## src/core/sfph_pkg.sv

```systemverilog
package sfph_pkg;

  // system clock period
  localparam int CLK_PERIOD_NS = 20;

  // single-byte power commands
  localparam logic [7:0] OP_SLEEP = 8'hB9;
  localparam logic [7:0] OP_WAKE = 8'hAB;

  // command framing
  localparam int BYTE_BITS = 8;
  localparam logic [2:0] BIT_IDX_LAST = 3'h7;
  localparam logic [2:0] BIT_IDX_ZERO = 3'h0;

  // longest settle times; plain defaults, nothing fixes them
  localparam int SLEEP_ENTRY_DELAY_NS = 1000;
  localparam int WAKE_DELAY_NS = 1000;

  // longest times round down, never below one cycle
  localparam int SLEEP_ENTRY_CYC =
    (SLEEP_ENTRY_DELAY_NS / CLK_PERIOD_NS > 0) ? SLEEP_ENTRY_DELAY_NS / CLK_PERIOD_NS : 1;
  localparam int WAKE_CYC =
    (WAKE_DELAY_NS / CLK_PERIOD_NS > 0) ? WAKE_DELAY_NS / CLK_PERIOD_NS : 1;

  localparam int DELAY_W = 16;
  localparam logic [DELAY_W-1:0] DELAY_ONE = 16'h0001;
  localparam logic [DELAY_W-1:0] DELAY_ZERO = 16'h0000;

  // reset levels of the pin samplers: selects and hold idle high
  localparam logic PIN_IDLE_HIGH = 1'b1;
  localparam logic PIN_IDLE_LOW = 1'b0;

  typedef enum logic [1:0] {
    PWR_STANDBY = 2'b00,
    PWR_ENTERING = 2'b01,
    PWR_SLEEP = 2'b10,
    PWR_WAKING = 2'b11
  } sfph_pwr_t;

endpackage

```

## src/core/sfph_ctrl.sv

```systemverilog
`timescale 1ns/1ps
`default_nettype none

// Overview of operation
// With chip select high and no self-timed operation busy, the device rests in standby.
// In deep sleep every command is ignored except the wake command.
// Opcode B9h then chip select release enters deep sleep within the entry delay.
// A partial sleep opcode or a release off a byte boundary cancels entry and keeps standby.
// After power-up the device is in standby, never in deep sleep.
// A sleep command while a program or erase runs is discarded and must be reissued.
// Opcode ABh then chip select release returns to standby within the wake delay.
// A partial wake opcode or a release off a byte boundary leaves the device asleep.
// Pause never stalls a running program or erase cycle.
// Pause starts with chip select low and hold active in an SCK low phase and lasts while both stay.
// Hold going active in an SCK high phase starts the pause at the next low phase.
// While paused the output floats, SI and SCK are ignored, and write-protect still acts.
// Pause ends on hold release in a low phase, or at the next low phase if released high.
// Chip select release with hold active aborts the operation and clears the write-enable latch.
// Output data launch on SCK falling edges and input data are sampled on rising edges.
// The host captures on the next falling edge and launches its data on falling edges.
// Bits are counted MSB first from chip select low to find the opcode and byte alignment.
module sfph_ctrl import sfph_pkg::*; (
  input wire logic clk_sys,
  input wire logic rst,
  input wire logic sck,
  input wire logic cs_n,
  input wire logic si,
  input wire logic hold_n,
  input wire logic wp_n,
  input wire logic busy,
  input wire logic tx_bit,
  input wire logic tx_en,
  output logic so_o,
  output logic so_oe,
  output logic standby,
  output logic deep_sleep,
  output logic paused,
  output logic wp_active,
  output logic [7:0] rx_byte,
  output logic rx_valid,
  output logic op_abort,
  output logic write_enable_latch_clear
);

  logic sck_s;
  logic cs_n_s;
  logic si_s;
  logic hold_n_s;
  logic wp_n_s;
  logic sck_q;
  logic cs_act_q;
  logic [2:0] bit_idx;
  logic [7:0] shift;
  logic [7:0] opcode;
  logic have_op;
  logic [DELAY_W-1:0] delay_cnt;
  logic [DELAY_W-1:0] next_delay_cnt;
  sfph_pwr_t state;
  sfph_pwr_t next_state;
  logic next_paused;

  sfph_sync #(.RESET_VAL(PIN_IDLE_LOW)) u_sync_sck (
    .clk_sys(clk_sys), .rst(rst), .d(sck), .q(sck_s)
  );
  sfph_sync #(.RESET_VAL(PIN_IDLE_HIGH)) u_sync_cs (
    .clk_sys(clk_sys), .rst(rst), .d(cs_n), .q(cs_n_s)
  );
  sfph_sync #(.RESET_VAL(PIN_IDLE_LOW)) u_sync_si (
    .clk_sys(clk_sys), .rst(rst), .d(si), .q(si_s)
  );
  sfph_sync #(.RESET_VAL(PIN_IDLE_HIGH)) u_sync_hold (
    .clk_sys(clk_sys), .rst(rst), .d(hold_n), .q(hold_n_s)
  );
  sfph_sync #(.RESET_VAL(PIN_IDLE_HIGH)) u_sync_wp (
    .clk_sys(clk_sys), .rst(rst), .d(wp_n), .q(wp_n_s)
  );

  wire cs_act = ~cs_n_s;
  wire hold_act = ~hold_n_s;
  wire sck_rise = sck_s & ~sck_q;
  wire sck_fall = ~sck_s & sck_q;
  wire cs_release = ~cs_act & cs_act_q;
  wire aligned = (bit_idx == BIT_IDX_ZERO);
  // sck ignored while paused
  wire bit_take = cs_act & sck_rise & ~paused;
  wire byte_done = bit_take & (bit_idx == BIT_IDX_LAST);
  wire [7:0] byte_in = {shift[6:0], si_s};
  // release under hold aborts, so no command acts on it
  wire release_ok = cs_release & ~hold_act & aligned & have_op;
  // sleep taken on clean release; partial or misaligned falls through
  // refused while a self-timed cycle runs
  wire sleep_go = release_ok & (state == PWR_STANDBY) & (opcode == OP_SLEEP) & ~busy;
  // wake taken on clean release; anything else stays in sleep
  wire wake_go = release_ok & (state == PWR_SLEEP) & (opcode == OP_WAKE);

  always_ff @(posedge clk_sys) begin
    if (rst) begin
      sck_q <= 1'b0;
      cs_act_q <= 1'b0;
    end else begin
      sck_q <= sck_s;
      cs_act_q <= cs_act;
    end
  end

  // msb-first bit counter from select low
  always_ff @(posedge clk_sys) begin
    if (rst || !cs_act) begin
      bit_idx <= BIT_IDX_ZERO;
      shift <= 8'h00;
      have_op <= 1'b0;
    end else if (bit_take) begin
      bit_idx <= bit_idx + 3'h1;
      shift <= byte_in;
      if (byte_done) begin
        have_op <= 1'b1;
      end
    end
  end

  // only the first byte is the opcode, the rest is ignored
  always_ff @(posedge clk_sys) begin
    if (rst) begin
      opcode <= 8'h00;
    end else if (byte_done && !have_op) begin
      opcode <= byte_in;
    end
  end

  // no byte reaches the command logic unless in standby
  always_ff @(posedge clk_sys) begin
    if (rst) begin
      rx_byte <= 8'h00;
      rx_valid <= 1'b0;
    end else begin
      rx_valid <= byte_done & (state == PWR_STANDBY);
      if (byte_done) begin
        rx_byte <= byte_in;
      end
    end
  end

  // power state sequencing; the settle counter stands in for the analog delay
  always_comb begin
    next_state = state;
    next_delay_cnt = delay_cnt;
    case (state)
      PWR_STANDBY: begin
        if (sleep_go) begin
          next_state = PWR_ENTERING;
          next_delay_cnt = DELAY_W'(SLEEP_ENTRY_CYC);
        end
      end
      PWR_ENTERING: begin
        if (delay_cnt <= DELAY_ONE) begin
          next_state = PWR_SLEEP;
          next_delay_cnt = DELAY_ZERO;
        end else begin
          next_delay_cnt = delay_cnt - DELAY_ONE;
        end
      end
      PWR_SLEEP: begin
        if (wake_go) begin
          next_state = PWR_WAKING;
          next_delay_cnt = DELAY_W'(WAKE_CYC);
        end
      end
      PWR_WAKING: begin
        if (delay_cnt <= DELAY_ONE) begin
          next_state = PWR_STANDBY;
          next_delay_cnt = DELAY_ZERO;
        end else begin
          next_delay_cnt = delay_cnt - DELAY_ONE;
        end
      end
      default: begin
        next_state = PWR_STANDBY;
        next_delay_cnt = DELAY_ZERO;
      end
    endcase
  end

  // reset lands in standby
  always_ff @(posedge clk_sys) begin
    if (rst) begin
      state <= PWR_STANDBY;
      delay_cnt <= DELAY_ZERO;
    end else begin
      state <= next_state;
      delay_cnt <= next_delay_cnt;
    end
  end

  assign deep_sleep = (state == PWR_SLEEP);

  // standby status from select, busy and power state
  always_ff @(posedge clk_sys) begin
    if (rst) begin
      standby <= 1'b1;
    end else begin
      standby <= (state == PWR_STANDBY) & ~cs_act & ~busy;
    end
  end

  // pause follows hold only in sck low phases
  assign next_paused = ~cs_act ? 1'b0 : (~sck_s ? hold_act : paused);

  always_ff @(posedge clk_sys) begin
    if (rst) begin
      paused <= 1'b0;
    end else begin
      paused <= next_paused;
    end
  end

  // abort and latch clear on release under hold
  // busy is never gated by pause; only the command is dropped
  always_ff @(posedge clk_sys) begin
    if (rst) begin
      op_abort <= 1'b0;
      write_enable_latch_clear <= 1'b0;
    end else begin
      op_abort <= cs_release & hold_act;
      write_enable_latch_clear <= cs_release & hold_act;
    end
  end

  // write-protect tracked in every mode, pause included
  always_ff @(posedge clk_sys) begin
    if (rst) begin
      wp_active <= 1'b0;
    end else begin
      wp_active <= ~wp_n_s;
    end
  end

  // output bit launched on falling sck, floated while paused
  // the synchroniser adds latency, so only slow sck leaves full-cycle margin
  always_ff @(posedge clk_sys) begin
    if (rst) begin
      so_o <= 1'b0;
      so_oe <= 1'b0;
    end else begin
      so_oe <= cs_act & ~next_paused & tx_en & (state == PWR_STANDBY);
      if (sck_fall && cs_act && !paused) begin
        so_o <= tx_bit;
      end
    end
  end

  localparam int A_ENTRY_MAX = SLEEP_ENTRY_CYC + 1;
  localparam int A_WAKE_MAX = WAKE_CYC + 1;
endmodule

`default_nettype wire

```

## src/core/sfph_sync.sv

```systemverilog
`timescale 1ns/1ps
`default_nettype none

module sfph_sync import sfph_pkg::*; #(
  parameter logic RESET_VAL = 1'b0
) (
  input wire logic clk_sys,
  input wire logic rst,
  input wire logic d,
  output logic q
);

  logic meta;

  // first stage feeds only the second
  always_ff @(posedge clk_sys) begin
    if (rst) begin
      meta <= RESET_VAL;
      q <= RESET_VAL;
    end else begin
      meta <= d;
      q <= meta;
    end
  end

endmodule

`default_nettype wire

```

## config.mk

```make
export PLATFORM = sky130hd
export DESIGN_NAME = sfph_ctrl
export DESIGN_NICKNAME = d
export VERILOG_FILES = /design/src/core/sfph_pkg.sv /design/src/core/sfph_ctrl.sv /design/src/core/sfph_sync.sv
export SDC_FILE = /design/constraint.sdc
export NUM_CORES = 1
export LEC_CHECK = 0
export BUFFER_PORTS_ARGS = -buffer_cell sky130_fd_sc_hd__buf_2
export CORE_MARGIN = 5
export CORE_UTILIZATION = 52
export DETAILED_ROUTE_END_ITERATION = 16
export GPL_TIMING_DRIVEN = 0
export MAX_ROUTING_LAYER = met4
export PLACE_DENSITY_LB_ADDON = 0.05
export RECOVER_POWER = 100
export SYNTH_ARGS = -nofsm -noshare
export SYNTH_HDL_FRONTEND = slang
export SYNTH_HIERARCHICAL = 1
export SYNTH_SLANG_ARGS = --single-unit
```

## constraint.sdc

```tcl
create_clock -name clk_sys -period 2.3 [get_ports clk_sys]
set_input_delay 0.115 -clock clk_sys [delete_from_list [all_inputs] [get_ports clk_sys]]
set_output_delay 0.115 -clock clk_sys [all_outputs]
set_load 0.01 [all_outputs]
```

; ---- Yosys cells after proc, flatten, opt, wreduce, memory -nomap -nowiden
; Cells that the tools add are included.
[word_totals]
input_bits = 10
word_cells = 91
out_inout_bits = 17
register_bits = 64
[classes]
order_cmp = 1
muxes = 11
n_bitwise = 29
add_sub_neg = 2
reduce_logical = 12
eq_ne = 10
[op_table]
columns = op, n
row1 = 16-bit two-way mux, 3
row2 = 16-bit one-hot mux with 3 select lines, 1
row3 = 1-bit AND, 21
row4 = "8-bit == test, second input constant", 2
row5 = "16-bit by 1-bit <= comparator with 1-bit output, second input constant", 1
row6 = "16-bit by 1-bit subtractor with 16-bit output, second input constant", 1
row7 = 2-bit two-way mux, 4
row8 = 1-bit NOT, 8
row9 = 2-bit one-hot mux with 4 select lines, 1
row10 = "2-bit != test, second input constant", 3
row11 = "2-bit == test, second input constant", 2
row12 = 2-bit AND reduction, 2
row13 = 4-bit AND reduction, 1
row14 = "3-bit by 1-bit adder with 3-bit output, second input constant", 1
row15 = "3-bit == test, second input constant", 1
row16 = 1-bit logical AND, 3
row17 = 3-bit logical NOT, 1
row18 = "2-bit by 1-bit == test with 1-bit output, second input constant", 1
row19 = 1-bit logical NOT, 2
row20 = 2-bit logical NOT, 1
row21 = 1-bit two-way mux, 2
row22 = "2-bit by 1-bit != test with 1-bit output, second input constant", 1
row23 = 2-bit OR reduction, 1
row24 = 1-bit logical OR, 1

; ---- Depth between registers and ports, before layout
[logic_depth]
ltp_word = 9
ltp_mapped = 8
mapped_depth_nobuf = 7

; ---- Cells and area by module
; Netlist, hierarchy kept.
[modules_own_cells]
columns = mod, area_per_inst_um2, instances, cells_per_inst
row1 = sfph_ctrl, 2317.2, 1, 274
row2 = sfph_sync, 52.6, 5, 4

; ---- Worst setup path after synthesis
; Ideal clock, no wire load.
[synth_timing]
path_type = reg-to-reg
start = register state[0]
end = register delay_cnt[6]
slack_ps = 79
path_stages_with_launch = 7
arrival_time_ps = 2152
path_buffers = 0
cell_sequence = dfxtp_1 -> inv_1 -> ha_1 -> nor4b_1 -> o21ai_1 -> or4_1 -> a21oi_1
[synth_rtl]
columns = item, line_no
row1 = start: declaration, sfph_ctrl.sv:58  ; sfph_pwr_t state;
row2 = start signal: assignment, sfph_ctrl.sv:189  ; state <= next_state;
row3 = 2-bit == test *, -
row4 = named net deep_sleep, sfph_ctrl.sv:36  ; output logic deep_sleep,
row5 = 1-bit AND (2 in series), sfph_ctrl.sv:94  ; wire wake_go = release_ok & (state == PWR_SLEEP) & (opcode == OP_WAKE);
row6 = 2-bit by 1-bit != test with 1-bit output (no source line), -
row7 = 2-bit AND reduction (no source line), -
row8 = end signal: assignment, sfph_ctrl.sv:190  ; delay_cnt <= next_delay_cnt;
row9 = end: declaration, sfph_ctrl.sv:56  ; logic [DELAY_W-1:0] delay_cnt;
; Mark *: on every way through the listed nets, which the timed path passes. The rest lies on a longest branch.
; A chain may end at the register's enable or synchronous reset.

; ---- Worst setup path after layout
[layout_timing]
start = register state[0]
end = register delay_cnt[9]
[layout_via]
elab_chain_cells = 6
[layout_rtl]
columns = item, line_no
row1 = 2-bit logical NOT, "sfph_ctrl.sv:92, sfph_ctrl.sv:147"
row2 = 1-bit AND (3 in series), sfph_ctrl.sv:92  ; wire sleep_go = release_ok & (state == PWR_STANDBY) & (opcode == OP_SLEEP) & ~busy;
row3 = 2-bit != test (no source line), -
row4 = 2-bit AND reduction (no source line), -
; Parallel ways exist; a longest one is shown, timed or not.

==> impl_metrics.csv <==
group,metric,value,unit
outcome,status,"finished, final reports clean",
grt,grt_pass1_vias,1978,
critical_path,crit_type,"flip-flop to flip-flop",
layout,stdcell_count,408,
pwr,vdd_drop_max,0.303,mV
sta,fmax,466,MHz
pwr,power_density,644,nW/um2
yosys,synth_top_area_frac,0.497,
critical_path,required,2.57,ns
critical_path,r2r_slack,0.16,ns
yosys,synthFlopType,"dfxtp_1",
critical_path,crit_path_end_kind,"flip-flop",
critical_path,r2r-start,"state[0]",
yosys,netlist.top_cell.by_area,"dfxtp_1",
route,drtAntennaViolNets,0,
clock_network,cts_tree,"yes",
layout,nets,357,
yosys,synthTopCellsByArea,"dfxtp_1 50%, nand2_1 8.0%, a21oi_1 8.0%, ha_1 4.8%, nor2_1 2.8%",
critical_path,r2r_cells,7,
sta,finalHoldViolations,0,
hold_path,holdPathEnd,"so_oe",
clock_network,clock_latency,0.33,ns
die,core-area,4750,um2
yosys,ys_ff_latch,64,
yosys,syn_nets,314,
sta,final_max_slew_viol_count,0,
sta,finalCritPeriodShare,0.932,
sta,worst_pin_slew,0.658,ns
pwr,intPower,0.00152,W
sta,rsz0062_at_grt,"no",
placement,dp_cells,387,
route,first_pass_iters,4,
run,maxCapViolations,0,
placement,dp_hpwl,3620,um
grt,grt_pass1_wl,8680,um
layout,utilization,0.642,
clock_network,clk_pin_slew,0.07,ns
layout,drive_gt1_frac,0.135,
grt,gr-usage-all-layers,0.183,
yosys,yosysMostFrequentCell,"dfxtp_1",
grt,overflow,0,
route,drc,0,
route,vias,2165,
layout,seq_area,1280,um2
placement,gp_congestion,0.850,
yosys,async_reset_ff_frac,0,
yosys,ys_seq_area_frac,0.497,
clock_network,clock-sinks,64,
clock_network,htreeDepth,3,
route,drt_iter0_markers,107,
pwr,power.switching,0.000444,W
clock_network,cts.root.buffer_cell,"clkbuf_8",
die,die-area,6470,um2
yosys,yosysUniqueCellTypes,41,
yosys,postSynthCellCount,294,
sta,setup-violations-final,0,
route,wl_per_cell,13.0,um
sta,clock_skew,0.00843,ns
yosys,ys_top_cells_by_count,"64 x dfxtp_1, 55 x nand2_1, 41 x a21oi_1, 19 x nor2_1",
die,fp-row-count,25,
grt,grt_max_degree,19,
hold_path,hp-class,"input port to flip-flop",
die,initial_core_util,0.543,
die,io_pins,27,
yosys,synth-edff-count,0,
grt,antenna_found_initial,0,
critical_path,worstReg2RegEnd,"delay_cnt[9]",
critical_path,cp_max_fo,7,
yosys,mappedNetlistArea,2580,um2
placement,numPortBuffers,26,
layout,multi_input_area,1280,um2
yosys,avgSynthCellArea,8.78,um2
layout,area_delta_synth_final,18.3,%
clock_network,clockBufferDepth,2,
pwr,clkPwrFrac,0.401,
layout,fillers,436,
hold_path,hp-start,"tx_en",
critical_path,crit_arrival,2.41,ns
die,die_y,80.4,um
critical_path,worst_setup_path_start_kind,"flip-flop",
pwr,comb_power_share,0.026,
pwr,p_leak,1.07,nW
pwr,seq_power_share,0.573,
hold_path,holdPathStages,3,
layout,diodes,0,
sta,max-slew-margin-rel,0.562,
pwr,p_sw_frac,0.226,
clock_network,cts_buffers,9,
die,die_w,80.4,um
sta,period_needed,2.14,ns
route,routed_wl,5320,um
yosys,synth_warnings,6,
route,avgViaCountPerCell,5.31,
-- area by class of cell --
type / instances / area share
clock inverter: 4 / 0.00738
clock buffer: 11 / 0.0430
multi-input combinational: 208 / 0.419
tap: 67 / 0.0275
inverter: 10 / 0.0123
buffer: 12 / 0.0168
timing repair buffer: 32 / 0.0545
sequential: 64 / 0.420
-- power groups by stage --
| stage | registers, W | logic [W] | clock network [W] |
|---|---|---|---|
| 2_1_floorplan | 0.00115 | 0.0000233 | 0 |
| 3_3_place_gp | 0.00115 | 0.0000446 | 0 |
| 3_5_place_dp | 0.00115 | 0.0000448 | 0 |
| 4_1_cts | 0.00112 | 0.0000519 | 0.000808 |
| 5_1_grt | 0.00113 | 0.0000568 | 0.000864 |
| 6_report | 0.00113 | 0.0000510 | 0.000789 |
-- worst max path at each step --
stage                startpoint            end  slack (ns)  cells past startpoint
floorplan              state[0]   delay_cnt[6]        0.08                      6
global placement       state[0]   delay_cnt[3]       -0.41                      7
detailed placement     state[0]   delay_cnt[3]       -0.43                      7
CTS                  bit_idx[0]  delay_cnt[15]        0.04                      7
global route        u_sync_cs/q   delay_cnt[9]        0.03                      5
finish                 state[0]   delay_cnt[9]        0.16                      7
-- cell families after synthesis --
| group | share of synthesized area |
|---|---|
| flip-flops | 0.497 |
| buffers and inverters | 0.0339 |
| AND/OR/NAND/NOR | 0.254 |
| adder cells (fa/ha/maj) | 0.0485 |
| AO/OA/AOI/OAI | 0.150 |
| XOR/XNOR | 0.0136 |
| multiplexers | 0.00388 |
-- per-layer routing --
metal | up-vias | global-route usage | wire (um)
li1 | 1106 | - | -
met1 | 1000 | 0.212 | 2500
met2 | 49 | 0.295 | 2500
met3 | 10 | 0.0471 | 226
met4 | 0 | 0.0878 | 101
met5 | - | - | 0
-- state kept, by name (all words and copies together) (netlist names), 2 cells and up --
signal	cells
state	2
delay_cnt	16
opcode	8
bit_idx	3
rx_byte	8
shift	7
-- timing repair --
action                                 4_1_cts  5_1_grt
hold buffers                                 5        0
resized for setup                            4        9
setup endpoints to repair                   18       24
pin swaps                                    0        3
cloned                                       0        0
buffers inserted                             0        1
endpoints found under the hold margin        5        0
-- stage by stage --
| step | total power (W) | setup WS, ns | hold slack, ns | instance area [um2] | TNS, ns |
|---|---|---|---|---|---|
| final | 0.00197 | 0.156 | 0.0102 | 3050 | 0 |
| after global routing | 0.00205 | 0.0282 | 0.00150 | 3050 | 0 |
| after CTS | 0.00198 | 0.0395 | 0.00305 | 3020 | 0 |
| after detailed placement | 0.00119 | -0.431 | 0.294 | 2790 | -6.81 |
| after global placement | 0.00119 | -0.415 | 0.291 | 2790 | -6.34 |
| after floorplan | 0.00117 | 0.0786 | 0.187 | 2580 | 0 |
-- worst max-delay path, cell delays in order, from the launching register on --
cell	delay [ns]
dfxtp_1	0.36
inv_1	0.10
ha_2	0.27
nor4b_4	0.25
buf_4	0.18
o211ai_1	0.23
or4_1	0.53
a21oi_1	0.15
-- placed cells by master (no fill, tap or decap), types with 3 or more instances in the layout --
cell type,synthesis,final
nor3_1,4,3
ha_1,10,9
nand2_1,55,55
or2_2,5,5
or2_1,6,6
dfxtp_1,64,64
clkbuf_8,0,9
or4_1,7,7
clkinv_2,0,3
dlygate4sd3_1,0,5
o31ai_1,7,7
inv_1,10,10
a21oi_1,41,40
nor2b_1,5,5
nand2b_1,7,7
buf_2,1,10
xor2_1,3,3
nor2_1,19,19
clkbuf_1,9,28
(Power assumes the default switching activity.)
